**config.mk**
```make
export PLATFORM = sky130hd
export DESIGN_NAME = aca_top
export DESIGN_NICKNAME = d
export VERILOG_FILES = /design/src/aca_pkg.sv /design/src/aca_top.sv /design/src/aca_axil_slave.sv /design/src/aca_cal_seq.sv
export VERILOG_INCLUDE_DIRS = /design/src /design/src/src
export SDC_FILE = /design/constraint.sdc
export NUM_CORES = 1
export LEC_CHECK = 0
export BUFFER_PORTS_ARGS = -buffer_cell sky130_fd_sc_hd__buf_2
export CELL_PAD_IN_SITES_DETAIL_PLACEMENT = 1
export CELL_PAD_IN_SITES_GLOBAL_PLACEMENT = 1
export CORE_ASPECT_RATIO = 1.2
export CORE_MARGIN = 1.5
export CORE_UTILIZATION = 36
export CTS_BUF_LIST = sky130_fd_sc_hd__clkbuf_16
export CTS_CLUSTER_SIZE = 28
export DETAILED_ROUTE_END_ITERATION = 10
export PLACE_DENSITY = 0.88
export SYNTH_ARGS = -nofsm -noshare
export SYNTH_HDL_FRONTEND = slang
export SYNTH_SLANG_ARGS = --single-unit
export TNS_END_PERCENT = 30
```
**constraint.sdc**
```tcl
create_clock -name clk -period 2.5 [get_ports clk]
set_input_delay 0.125 -clock clk [delete_from_list [all_inputs] [get_ports clk]]
set_output_delay 0.125 -clock clk [all_outputs]
set_load 0.005 [all_outputs]
```
**src/aca_map.svh**
```systemverilog
`ifndef ACA_MAP_SVH
`define ACA_MAP_SVH

// --------------------------------------------------------------------
// register offsets (byte addresses)
// --------------------------------------------------------------------
`define ACA_OFF_CTRL      8'h24
`define ACA_OFF_STATUS    8'h40
`define ACA_OFF_MASK      8'h44

// --------------------------------------------------------------------
// control register fields
// --------------------------------------------------------------------
`define ACA_BIT_CAL       7
`define ACA_BIT_CALIBRATION_FAILED_FLAG      6
`define ACA_BIT_CONT      3
`define ACA_BIT_AVERAGE_ENABLE      2
`define ACA_AVERAGE_COUNT_SELECT_HI       1
`define ACA_AVERAGE_COUNT_SELECT_LO       0

// --------------------------------------------------------------------
// status / mask fields
// --------------------------------------------------------------------
`define ACA_EV_CAL_OK     0
`define ACA_EV_CAL_FAIL   1
`define ACA_EV_SET_DONE   2

// --------------------------------------------------------------------
// reset values and timing
// --------------------------------------------------------------------
`define ACA_RST_CTRL      8'h00
`define ACA_RST_EVENTS    3'h0
`define ACA_CAL_CYCLES    1024

`endif

```
**src/aca_pkg.sv**
```systemverilog
package aca_pkg;

    typedef enum logic [2:0] {
        ACA_ST_IDLE = 3'b001,
        ACA_ST_CONV = 3'b010,
        ACA_ST_CAL  = 3'b100
    } aca_state_e;

    typedef logic [1:0] aca_resp_t;

    localparam aca_resp_t ACA_RESP_OKAY   = 2'h0;
    localparam aca_resp_t ACA_RESP_SLVERR = 2'h2;

endpackage

```
**src/aca_top.sv**
```systemverilog
// Contract
// - writing one to control bit 7 starts the self-calibration sequence.
// - bit 7 reads one while calibration runs and clears itself when it ends.
// - calibration fails, setting bit 6, on hardware trigger select, a register write or stop.
// - starting calibration aborts any conversion in progress at once.
// - writing one to the failed flag clears it; writing zero leaves it.
// - the failed flag reads zero after a good calibration and one after a failed one.
// - with bit 3 clear one trigger gives one conversion or set; with it set they repeat.
// - bit 2 turns hardware averaging on, so each result comes from a set of conversions.
// - the two-bit count field selects 4, 8, 16 or 32 samples per set.
// - bits 31 to 8 and 5 to 4 of the control register read as zero.
// - trigger select low uses the software trigger, high the hardware trigger.
// - conversion active rises on a start and falls on completion or abort.
`timescale 1ns/1ps
`include "aca_map.svh"
module aca_top #(
    parameter int ADDR_W     = 8,
    parameter int CAL_CYCLES = `ACA_CAL_CYCLES
) (
    input  wire logic              clk,
    input  wire logic              rst,
    input  wire logic [ADDR_W-1:0] s_axi_awaddr,
    input  wire logic              s_axi_awvalid,
    output logic                   s_axi_awready,
    input  wire logic [31:0]       s_axi_wdata,
    input  wire logic [3:0]        s_axi_wstrb,
    input  wire logic              s_axi_wvalid,
    output logic                   s_axi_wready,
    output aca_pkg::aca_resp_t     s_axi_bresp,
    output logic                   s_axi_bvalid,
    input  wire logic              s_axi_bready,
    input  wire logic [ADDR_W-1:0] s_axi_araddr,
    input  wire logic              s_axi_arvalid,
    output logic                   s_axi_arready,
    output logic [31:0]            s_axi_rdata,
    output aca_pkg::aca_resp_t     s_axi_rresp,
    output logic                   s_axi_rvalid,
    input  wire logic              s_axi_rready,
    input  wire logic              trigger_select_hardware,
    input  wire logic              sw_trigger,
    input  wire logic              hw_trigger,
    input  wire logic              conv_done,
    input  wire logic              other_reg_write,
    input  wire logic              stop_mode,
    output logic                   conv_start,
    output logic                   conv_abort,
    output logic                   conversion_active,
    output logic                   set_done,
    output logic                   calibration_running,
    output logic                   irq
);
    import aca_pkg::*;

    // ----------------------------------------------------------------
    // functions
    // ----------------------------------------------------------------
    function automatic logic [4:0] avg_last(input logic [1:0] sel);
        logic [5:0] n;
        n = 6'h04 << sel;
        return 5'(n - 6'h01);
    endfunction

    function automatic logic addr_is(input logic [ADDR_W-1:0] a, input logic [7:0] off);
        return a == ADDR_W'(off);
    endfunction

    // ----------------------------------------------------------------
    // state
    // ----------------------------------------------------------------
    aca_state_e        st;
    aca_state_e        next_st;
    logic              calibration_failed_flag;
    logic              cont_en;
    logic              avg_en;
    logic [1:0]        avg_sel;
    logic [4:0]        sample_cnt;
    logic [2:0]        events;
    logic [2:0]        ev_mask;
    logic              cal_done_ok;
    logic              wr_en;
    logic [ADDR_W-1:0] wr_addr;
    logic [31:0]       wr_data;
    logic [3:0]        wr_strb;
    logic [31:0]       rd_data;

    // ----------------------------------------------------------------
    // bus slave
    // ----------------------------------------------------------------
    wire wr_ctrl = wr_en & addr_is(wr_addr, `ACA_OFF_CTRL);
    wire wr_ctrl_lo = wr_ctrl & wr_strb[0];
    wire wr_stat_lo = wr_en & wr_strb[0] & addr_is(wr_addr, `ACA_OFF_STATUS);
    wire wr_mask_lo = wr_en & wr_strb[0] & addr_is(wr_addr, `ACA_OFF_MASK);
    wire wr_err = ~(addr_is(wr_addr, `ACA_OFF_CTRL) | addr_is(wr_addr, `ACA_OFF_STATUS)
                  | addr_is(wr_addr, `ACA_OFF_MASK));
    wire rd_ctrl = addr_is(s_axi_araddr, `ACA_OFF_CTRL);
    wire rd_stat = addr_is(s_axi_araddr, `ACA_OFF_STATUS);
    wire rd_mask = addr_is(s_axi_araddr, `ACA_OFF_MASK);
    wire rd_err = ~(rd_ctrl | rd_stat | rd_mask);

    // reserved control bits are never stored, so they read back as zero
    wire [31:0] ctrl_view = {24'h00_0000, calibration_running, calibration_failed_flag, 2'h0,
                             cont_en, avg_en, avg_sel};

    assign rd_data = rd_ctrl ? ctrl_view
                   : rd_stat ? {29'h0, events}
                   : rd_mask ? {29'h0, ev_mask}
                   : 32'h0000_0000;

    aca_axil_slave #(
        .ADDR_W (ADDR_W)
    ) u_bus (
        .clk           (clk),
        .rst           (rst),
        .s_axi_awaddr  (s_axi_awaddr),
        .s_axi_awvalid (s_axi_awvalid),
        .s_axi_awready (s_axi_awready),
        .s_axi_wdata   (s_axi_wdata),
        .s_axi_wstrb   (s_axi_wstrb),
        .s_axi_wvalid  (s_axi_wvalid),
        .s_axi_wready  (s_axi_wready),
        .s_axi_bresp   (s_axi_bresp),
        .s_axi_bvalid  (s_axi_bvalid),
        .s_axi_bready  (s_axi_bready),
        .s_axi_arvalid (s_axi_arvalid),
        .s_axi_arready (s_axi_arready),
        .s_axi_rdata   (s_axi_rdata),
        .s_axi_rresp   (s_axi_rresp),
        .s_axi_rvalid  (s_axi_rvalid),
        .s_axi_rready  (s_axi_rready),
        .wr_en         (wr_en),
        .wr_addr       (wr_addr),
        .wr_data       (wr_data),
        .wr_strb       (wr_strb),
        .wr_err        (wr_err),
        .rd_data       (rd_data),
        .rd_err        (rd_err)
    );

    // ----------------------------------------------------------------
    // calibration
    // ----------------------------------------------------------------
    wire cal_req = wr_ctrl_lo & wr_data[`ACA_BIT_CAL] & ~calibration_running;
    // any write to the control register during calibration counts as a disturbance
    wire cal_fail = calibration_running
                  & (trigger_select_hardware | stop_mode | wr_ctrl | other_reg_write);
    wire calibration_failed_flag_w1c = wr_ctrl_lo & wr_data[`ACA_BIT_CALIBRATION_FAILED_FLAG];

    aca_cal_seq #(
        .CAL_CYCLES (CAL_CYCLES)
    ) u_cal (
        .clk     (clk),
        .rst     (rst),
        .start   (cal_req),
        .fail    (cal_fail),
        .running (calibration_running),
        .done_ok (cal_done_ok)
    );

    // a new calibration clears the old outcome; a failure wins over a clear
    wire next_calibration_failed_flag = cal_fail ? 1'b1 : (cal_req | calibration_failed_flag_w1c) ? 1'b0 : calibration_failed_flag;

    // ----------------------------------------------------------------
    // conversion sequencing
    // ----------------------------------------------------------------
    wire trig = trigger_select_hardware ? hw_trigger : sw_trigger;
    wire last_sample = ~avg_en | (sample_cnt == avg_last(avg_sel));
    wire in_conv = (st == ACA_ST_CONV);
    wire sample_in = in_conv & conv_done & ~cal_req;
    wire set_end = sample_in & last_sample;
    wire first_start = (st == ACA_ST_IDLE) & trig & ~cal_req & ~calibration_running;
    // continuous mode chains sets; clearing it lets the current set finish
    wire next_start = first_start | (sample_in & (~last_sample | cont_en));

    always_comb begin
        next_st = st;
        case (st)
            ACA_ST_IDLE: begin
                if (cal_req) begin
                    next_st = ACA_ST_CAL;
                end else if (first_start) begin
                    next_st = ACA_ST_CONV;
                end
            end
            ACA_ST_CONV: begin
                if (cal_req) begin
                    next_st = ACA_ST_CAL;
                end else if (set_end & ~cont_en) begin
                    next_st = ACA_ST_IDLE;
                end
            end
            ACA_ST_CAL: begin
                if (~calibration_running & ~cal_req) begin
                    next_st = ACA_ST_IDLE;
                end
            end
            default: next_st = ACA_ST_IDLE;
        endcase
    end

    always_ff @(posedge clk) begin
        if (rst) begin
            st                <= ACA_ST_IDLE;
            sample_cnt        <= 5'h00;
            conv_start        <= 1'b0;
            conv_abort        <= 1'b0;
            set_done          <= 1'b0;
            conversion_active <= 1'b0;
        end else begin
            st                <= next_st;
            conv_start        <= next_start;
            conv_abort        <= cal_req & in_conv;
            set_done          <= set_end;
            conversion_active <= (next_st == ACA_ST_CONV);
            if (first_start | set_end | cal_req) begin
                sample_cnt <= 5'h00;
            end else if (sample_in) begin
                sample_cnt <= sample_cnt + 5'h01;
            end
        end
    end

    // ----------------------------------------------------------------
    // control register and events
    // ----------------------------------------------------------------
    wire [2:0] ev_in = {set_end, cal_fail, cal_done_ok};
    wire [2:0] ev_clr = wr_stat_lo ? wr_data[2:0] : 3'h0;
    wire [2:0] next_events = (events & ~ev_clr) | ev_in;

    always_ff @(posedge clk) begin
        if (rst) begin
            {calibration_failed_flag, cont_en, avg_en, avg_sel} <= 5'h00;
            events  <= `ACA_RST_EVENTS;
            ev_mask <= `ACA_RST_EVENTS;
            irq     <= 1'b0;
        end else begin
            calibration_failed_flag   <= next_calibration_failed_flag;
            events <= next_events;
            irq    <= |(next_events & (wr_mask_lo ? wr_data[2:0] : ev_mask));
            if (wr_ctrl_lo) begin
                cont_en <= wr_data[`ACA_BIT_CONT];
                avg_en  <= wr_data[`ACA_BIT_AVERAGE_ENABLE];
                avg_sel <= wr_data[`ACA_AVERAGE_COUNT_SELECT_HI:`ACA_AVERAGE_COUNT_SELECT_LO];
            end
            if (wr_mask_lo) begin
                ev_mask <= wr_data[2:0];
            end
        end
    end

    // ----------------------------------------------------------------
    // checks
    // ----------------------------------------------------------------
    property p_cal_start;
        @(posedge clk) disable iff (rst)
        cal_req |=> calibration_running && ctrl_view[7];
    endproperty
    a_cal_start: assert property (p_cal_start) else $error("calibration did not start");

    property p_cal_self_clear;
        @(posedge clk) disable iff (rst)
        cal_done_ok |-> !calibration_running && $past(calibration_running);
    endproperty
    a_cal_self_clear: assert property (p_cal_self_clear) else $error("cal bit not cleared");

    property p_cal_fail_stop;
        @(posedge clk) disable iff (rst)
        calibration_running && stop_mode |=> calibration_failed_flag && !calibration_running;
    endproperty
    a_cal_fail_stop: assert property (p_cal_fail_stop) else $error("stop did not fail cal");

    property p_cal_abort;
        @(posedge clk) disable iff (rst)
        cal_req && in_conv |=> conv_abort && !conversion_active;
    endproperty
    a_cal_abort: assert property (p_cal_abort) else $error("conversion not aborted");

    property p_calibration_failed_flag_clear;
        @(posedge clk) disable iff (rst)
        calibration_failed_flag && calibration_failed_flag_w1c && !cal_fail |=> !calibration_failed_flag;
    endproperty
    a_calibration_failed_flag_clear: assert property (p_calibration_failed_flag_clear) else $error("failed flag not cleared");

    property p_calibration_failed_flag_good;
        @(posedge clk) disable iff (rst)
        cal_done_ok |-> !calibration_failed_flag;
    endproperty
    a_calibration_failed_flag_good: assert property (p_calibration_failed_flag_good) else $error("flag set after good cal");

    property p_single;
        @(posedge clk) disable iff (rst)
        set_end && !cont_en && !cal_req |=> !conversion_active && !conv_start;
    endproperty
    a_single: assert property (p_single) else $error("single mode kept converting");

    property p_avg_count;
        @(posedge clk) disable iff (rst)
        sample_in && avg_en && sample_cnt == avg_last(avg_sel) |=> set_done;
    endproperty
    a_avg_count: assert property (p_avg_count) else $error("set length wrong");

    property p_sw_trig;
        @(posedge clk) disable iff (rst)
        st == ACA_ST_IDLE && !trigger_select_hardware && sw_trigger && !cal_req
            && !calibration_running |=> conv_start && conversion_active;
    endproperty
    a_sw_trig: assert property (p_sw_trig) else $error("software trigger ignored");

    property p_continuous;
        @(posedge clk) disable iff (rst)
        set_end && cont_en |=> conv_start && set_done && conversion_active;
    endproperty
    a_continuous: assert property (p_continuous) else $error("no restart");

endmodule

```
**src/aca_axil_slave.sv**
```systemverilog
`timescale 1ns/1ps
module aca_axil_slave #(
    parameter int ADDR_W = 8
) (
    input  wire logic              clk,
    input  wire logic              rst,
    input  wire logic [ADDR_W-1:0] s_axi_awaddr,
    input  wire logic              s_axi_awvalid,
    output logic                   s_axi_awready,
    input  wire logic [31:0]       s_axi_wdata,
    input  wire logic [3:0]        s_axi_wstrb,
    input  wire logic              s_axi_wvalid,
    output logic                   s_axi_wready,
    output aca_pkg::aca_resp_t     s_axi_bresp,
    output logic                   s_axi_bvalid,
    input  wire logic              s_axi_bready,
    input  wire logic              s_axi_arvalid,
    output logic                   s_axi_arready,
    output logic [31:0]            s_axi_rdata,
    output aca_pkg::aca_resp_t     s_axi_rresp,
    output logic                   s_axi_rvalid,
    input  wire logic              s_axi_rready,
    output logic                   wr_en,
    output logic [ADDR_W-1:0]      wr_addr,
    output logic [31:0]            wr_data,
    output logic [3:0]             wr_strb,
    input  wire logic              wr_err,
    input  wire logic [31:0]       rd_data,
    input  wire logic              rd_err
);
    import aca_pkg::*;

    logic aw_held;
    logic w_held;

    wire aw_take = s_axi_awvalid & s_axi_awready;
    wire w_take  = s_axi_wvalid & s_axi_wready;
    wire b_done  = s_axi_bvalid & s_axi_bready;
    wire ar_take = s_axi_arvalid & s_axi_arready;
    wire r_done  = s_axi_rvalid & s_axi_rready;

    // the register write happens in the first cycle where both halves are held
    assign wr_en = aw_held & w_held & ~s_axi_bvalid;

    always_ff @(posedge clk) begin
        if (rst) begin
            aw_held       <= 1'b0;
            w_held        <= 1'b0;
            s_axi_awready <= 1'b1;
            s_axi_wready  <= 1'b1;
            s_axi_bvalid  <= 1'b0;
            s_axi_bresp   <= ACA_RESP_OKAY;
            wr_addr       <= '0;
            wr_data       <= 32'h0000_0000;
            wr_strb       <= 4'h0;
        end else begin
            if (aw_take) begin
                aw_held       <= 1'b1;
                s_axi_awready <= 1'b0;
                wr_addr       <= s_axi_awaddr;
            end
            if (w_take) begin
                w_held       <= 1'b1;
                s_axi_wready <= 1'b0;
                wr_data      <= s_axi_wdata;
                wr_strb      <= s_axi_wstrb;
            end
            if (wr_en) begin
                s_axi_bvalid <= 1'b1;
                s_axi_bresp  <= wr_err ? ACA_RESP_SLVERR : ACA_RESP_OKAY;
            end
            if (b_done) begin
                s_axi_bvalid  <= 1'b0;
                aw_held       <= 1'b0;
                w_held        <= 1'b0;
                s_axi_awready <= 1'b1;
                s_axi_wready  <= 1'b1;
            end
        end
    end

    always_ff @(posedge clk) begin
        if (rst) begin
            s_axi_arready <= 1'b1;
            s_axi_rvalid  <= 1'b0;
            s_axi_rdata   <= 32'h0000_0000;
            s_axi_rresp   <= ACA_RESP_OKAY;
        end else if (ar_take) begin
            s_axi_arready <= 1'b0;
            s_axi_rvalid  <= 1'b1;
            s_axi_rdata   <= rd_data;
            s_axi_rresp   <= rd_err ? ACA_RESP_SLVERR : ACA_RESP_OKAY;
        end else if (r_done) begin
            s_axi_arready <= 1'b1;
            s_axi_rvalid  <= 1'b0;
        end
    end

endmodule

```
**src/aca_cal_seq.sv**
```systemverilog
`timescale 1ns/1ps
module aca_cal_seq #(
    parameter int CAL_CYCLES = 1024
) (
    input  wire logic clk,
    input  wire logic rst,
    input  wire logic start,
    input  wire logic fail,
    output logic      running,
    output logic      done_ok
);
    localparam int CW = $clog2(CAL_CYCLES + 1);
    localparam logic [CW-1:0] LAST = CW'(CAL_CYCLES - 1);

    logic [CW-1:0] cnt;

    wire finish = running & ~fail & (cnt == LAST);

    // a failure ends the sequence at once; results would be invalid anyway
    always_ff @(posedge clk) begin
        if (rst) begin
            running <= 1'b0;
            done_ok <= 1'b0;
            cnt     <= '0;
        end else begin
            done_ok <= finish;
            if (start & ~running) begin
                running <= 1'b1;
                cnt     <= '0;
            end else if (finish | (running & fail)) begin
                running <= 1'b0;
            end else if (running) begin
                cnt <= cnt + CW'(1);
            end
        end
    end

endmodule

```
## Word-level counts from Yosys, hierarchy flattened

Index checks and enable logic that the tools add are counted.

| cells by class | value |
|---|---|
| $add $sub $neg | 3 |
| eq/ne operators | 12 |
| shift operators | 1 |
| muxes and demuxes | 22 |
| bitwise operators | 56 |
| reductions and logical operators | 8 |

Operators by type and width:

| operator | count |
|---|---|
| == test 8 x 7 -> 1 bit (second input constant) | 4 |
| bitwise AND 1 bit | 30 |
| 2-to-1 mux 3 bit | 9 |
| == test 8 x 6 -> 1 bit (second input constant) | 2 |
| bitwise OR 1 bit | 14 |
| adder 11 x 1 -> 11 bit (second input constant) | 1 |
| == test 11 x 10 -> 1 bit (second input constant) | 1 |
| 2-to-1 mux 1 bit | 9 |
| case mux 3 bit (3 select lines) | 1 |
| 2-to-1 mux 8 bit | 1 |
| NOT 1 bit | 8 |
| bitwise AND 3 bit | 2 |
| == test 3 x 2 -> 1 bit (second input constant) | 2 |
| nonzero test 2 bit | 3 |
| OR reduction 2 bit | 3 |
| adder 5 x 1 -> 5 bit (second input constant) | 1 |
| == test 5 bit | 1 |
| left shift 3 x 2 -> 5 bit (first input constant) | 1 |
| subtractor 5 x 1 -> 5 bit (second input constant) | 1 |
| 2-to-1 mux 2 bit | 2 |
| == test 3 x 1 -> 1 bit (second input constant) | 1 |
| == test 3 bit (second input constant) | 1 |
| NOT 3 bit | 1 |
| bitwise OR 3 bit | 1 |
| 2 further kinds | 2 |

| word-level totals | value |
|---|---|
| register bits after elaboration | 97 |
| input port bits | 65 |
| word-level logic and storage cells | 131 |

## Longest topological paths before layout

| depth | value |
|---|---|
| word-level depth | 14 |
| depth in mapped cells | 6 |
| mapped depth without buffers | 6 |

## Cells and area by module

From an unflattened synthesis, not the netlist that was laid out.

| second synthesis, totals | value |
|---|---|
| cell total of the unflattened synthesis | 597 |
| area total of the unflattened synthesis | 5569.1 sq um |

Modules (own cells, without submodules):

| module | instances | cells an instance | area an instance (sq um) |
|---|---|---|---|
| aca_axil_slave | 1 | 383 | 3666.0 |
| aca_top | 1 | 147 | 1285.0 |
| aca_cal_seq | 1 | 67 | 618.1 |

## Least setup slack after synthesis

Ideal clock, no wire load.

| timing | value |
|---|---|
| path type | reg-to-reg |
| start point | register u_bus.wr_addr[0] |
| end point | register irq |
| arrival time | 1.890 ns |
| required time | 2.369 ns |
| path slack | 0.479 ns |
| stages on the path, launching flop included | 6 |
| path buffers | 0 |
| cell sequence | dfxtp_1 or4b_4 or3_1 mux2_1 a22oi_1 o22ai_1 |

| on the way | value |
|---|---|
| cells in the longest elaborated chain, start to end | 11 |
| elaborated cells on any way between the ends | 22 |
| classes of those cells | 3 x eq/ne; 2 x mux; 16 x bitwise; 1 x reduce/logical |

RTL lines:

| what | line | source |
|---|---|---|
| start: declaration | aca_axil_slave.sv:24 | `output logic [ADDR_W-1:0] wr_addr,` |
| start signal: assignment | aca_axil_slave.sv:60 | `wr_addr <= s_axi_awaddr;` |
| == test 8 x 6 -> 1 bit | aca_top.sv:64 | `return a == ADDR_W'(off);` |
| bitwise AND 1 bit | aca_top.sv:89 | `` wire wr_ctrl = wr_en & addr_is(wr_addr, `ACA_OFF_CTRL); `` |
| bitwise AND 1 bit | aca_top.sv:90 | `wire wr_ctrl_lo = wr_ctrl & wr_strb[0];` |
| bitwise AND 1 bit (2 in series) | aca_top.sv:142 | `` wire cal_req = wr_ctrl_lo & wr_data[`ACA_BIT_CAL] & ~calibration_running; `` |
| NOT 1 bit | aca_top.sv:168 | `wire sample_in = in_conv & conv_done & ~cal_req;` |
| bitwise AND 1 bit | aca_top.sv:168 |  |
| bitwise AND 1 bit | aca_top.sv:169 | `wire set_end = sample_in & last_sample;` |
| bitwise OR 3 bit | aca_top.sv:227 | `wire [2:0] next_events = (events & ~ev_clr) \| ev_in;` |
| bitwise AND 3 bit * | aca_top.sv:238 | `irq <= \|(next_events & (wr_mask_lo ? wr_data[2:0] : ev_mask));` |
| OR reduction 3 bit * | aca_top.sv:238 |  |
| end signal: assignment | aca_top.sv:238 |  |
| end: declaration | aca_top.sv:50 | `output logic irq` |

Every way passes the cells marked *; elsewhere a longest branch is shown, timed or not.
A chain may end at the register's enable or synchronous reset.

## Worst setup path after layout

| timing | value |
|---|---|
| start point | register u_bus.wr_addr[2] |
| end point | register irq |

The elaborated chain is that of the path after synthesis.

==> flow_summary.toml <==
[global_routing]
met2_usage = 0.3206
grt.met3_usage = 0.03239
grt_max_degree = 31
first_global_vias = 2754
globalRouteOverflowTotal = 0
grt_pass1_wl_um = 13390
grt_usage = 0.1845
grt_use_met1 = 0.2091
antenna_found_initial = 0
busiest_layer = "met2"

[synthesis]
synth_ff_type = "dfxtp_1"
synth-simple-area-share = 0.2646
syn-instance-count = 352
synth_top_family_by_area = "simple AND/OR/NAND/NOR gates"
synth_compound_area_frac = 0.1319
synth_seq_cells = 67
synthMuxAreaShare = 0.04074
synth_edf_count = 0
synth-adder-area-share = 0.008068
yosysWarnings = 0
synth-xor-area-share = 0.03106
syn_area_per_cell_um2 = 8.812
yosysSeqAreaShare = 0.4324
synthesis.area_um2 = 3102
synth-async-reset-ratio = 0
ys_types = 56

[sta]
fin_ws_ps = 265.8
hold_viol = 0
rsz0062_at_grt = "false"
fmax_ghz = 0.4476
tightest_slew_ps = 754.5
max_slew_margin = 0.4899
tns_ps = 0
final.setup_skew_ps = 7.284
period_share = 0.8937
period_needed_ps = 2234
report.final.slew_viol_count = 0
setup_viol = 0

[cts]
cts_resized = 0
cts-hold-fix-buffers = 0
cts_made_buffers = 9
cts_setup_buffers = 0
clk_path_buf_depth = 2
cts_htree_levels = 3
clk_latency_ps = 330
clockRootBuffer = "clkbuf_16"
clk_pin_slew_ps = 60
cts_sinks = 67
cts_tree = "yes"

[routing]
vias_per_cell = 5.030
drt_iter0_markers = 108
num_vias = 2651
wl_per_cell_um = 15.03
drcViolationCount = 0
drt-total-wl_um = 7921
drt_pass1_iterations = 4
ant_nets = 0

[critical_path]
end_kind = "flop"
crit_fanout = 6
slowest_delay_ps = 550
cp_slowest_cell = "or4b_4"
crit_type = "flop to flop"
start_kind = "flop"
path_cells = "or4b_4 > or3_1 > mux2_1 > a22oi_1 > o22ai_1"
cp.arrival_ps = 2430
critPathRequiredTime_ps = 2700

[placement]
dp_hpwl_um = 5510
port_buffers = 54
place_inst = 511
gp_congestion = 0.7849
place_area_um2 = 3390
preCtsSetupSlack_ps = 324.6

[power_and_ir_drop]
power.internal_mw = 2.211
power.density_nw_per_um2 = 776.2
p_seq_frac = 0.405
vdd_drop_max_uv = 438.8
p_sw_frac = 0.2349
comb_power_share = 0.103
power_mw = 2.890
p_leak_nw = 1.547
switching_power_mw = 0.6788
pwr-share-clk = 0.492

[flow_run]
maxCapViolCount = 0

[floorplanning]
core_area_um2 = 8243
dieWidth_um = 87.74
rows = 36
io-pin-count = 112
die_y_um = 104.7
start_util = 0.3763
dieArea_um2 = 9184

[finish]
nNetsFinal = 475
layout.cells.most_common = "dfxtp_1"
design_area_um2 = 3724
final_cells = 527
antennaDiodeCount = 0
final_cell_mix = "67 x dfxtp_1, 54 x buf_2, 32 x a21oi_1, 31 x nand2_1"
syn2layout_area_growth_pct = 20.05
drive_gt1_frac = 0.2082
fillers = 1008

[hold_path]
hp-class = "input pin to flop"

[outcome]
run_status = "complete, no violations"
==> kinds of logic after synthesis <==
family / Yosys count
and+or+nand+nor: 148
DFF: 67
AOI/OAI and AO/OA: 65
buffers and inverters: 46
muxes: 12
xor gates and xnor gates: 11
adders and majority gates: 2
other: 1
==> critical path, delay by kind of cell, from the launching register on <==
family	cells	cell delay [ps]
and+or+nand+nor	2	1000
muxes	1	360
AOI/OAI and AO/OA	2	320
DFF	1	420
==> synth_stat cells (all sizes together) (2+ instances only) <==
master   number  area, µm²
dfxtp        67       1341
a21oi        33      168.9
nand2        31      116.4
buf          30      219.0
nor2         28      105.1
nand3        21      105.1
nor3         12      71.32
clkbuf       10      37.54
o21ai         8      43.79
and3          7      43.79
mux2i         7      70.07
nor2b         7      43.79
nor4          7      65.06
xor2          7      61.31
inv           6      22.52
nand2b        6      37.54
mux2          5      56.30
or3           5      31.28
o2111ai       4      35.03
o211ai        4      30.03
or4b          4      47.55
xnor2         4      35.03
a221oi        3      26.28
and2          3      18.77
nor4b         3      26.28
or4           3      22.52
a22oi         2      15.01
a31oi         2      12.51
ha            2      25.02
nand4         2      12.51
nor3b         2      15.01
or2           2      12.51
==> worst paths after layout <==
| path | end | cells after the start | slack (ps) | start |
|---|---|---|---|---|
| worst max-delay path | irq$_SDFF_PP0_ | 5 | 270 | u_bus.wr_addr[2]$_SDFFE_PP0P_ |
| worst min-delay path | u_bus.wr_addr[5]$_SDFFE_PP0P_ | 3 | 40 | s_axi_awaddr[5] |
| worst max register to register | irq$_SDFF_PP0_ | 5 | 270 | u_bus.wr_addr[2]$_SDFFE_PP0P_ |
| worst min register to register | u_bus.s_axi_rdata[6]$_SDFFE_PP0P_ | 2 | 460 | u_bus.s_axi_rdata[6]$_SDFFE_PP0P_ |
==> final cells by class <==
class,instances,area (µm²),share of cell area
Clock buffer,9,225.2,0.06048
Clock inverter,7,108.9,0.02923
Inverter,6,22.52,0.006048
Multi-Input combinational cell,266,1583,0.4251
Sequential cell,67,1341,0.3602
Tap cell,114,142.6,0.03831
Timing Repair Buffer,58,300.3,0.08065
==> per-layer routing <==
metal / part of all wire / routed length [µm]
met2: 0.51 / 4070
met4: 0.034 / 271
met3: 0.029 / 230
met1: 0.42 / 3348
met5: 0 / 0
==> registers in the layout, summed over array words and instances (netlist names), 2 cells and up <==
name               flops
u_cal.cnt             11
u_bus.wr_addr          8
u_bus.s_axi_rdata      6
u_bus.wr_data          6
sample_cnt             5
ev_mask                3
events                 3
st                     3
avg_sel                2
==> metrics by stage <==
step,utilization,hold slack (ps)
CTS,0.4517,37.46
detailed placement,0.4112,388.8
global placement,0.4112,383.3
floorplan,-,272.5
global route,0.4517,45.15
finish,0.4517,40.67
==> power groups by stage <==
stage | clock network [mW] | logic, mW | registers, mW
global route | 1.48 | 0.334 | 1.18
global placement | 0 | 0.276 | 1.19
floorplan | 0 | 0.230 | 1.18
detailed placement | 0 | 0.288 | 1.19
finish | 1.42 | 0.298 | 1.17
CTS | 1.44 | 0.298 | 1.17
Note: power is estimated with default switching activity, not from simulation.
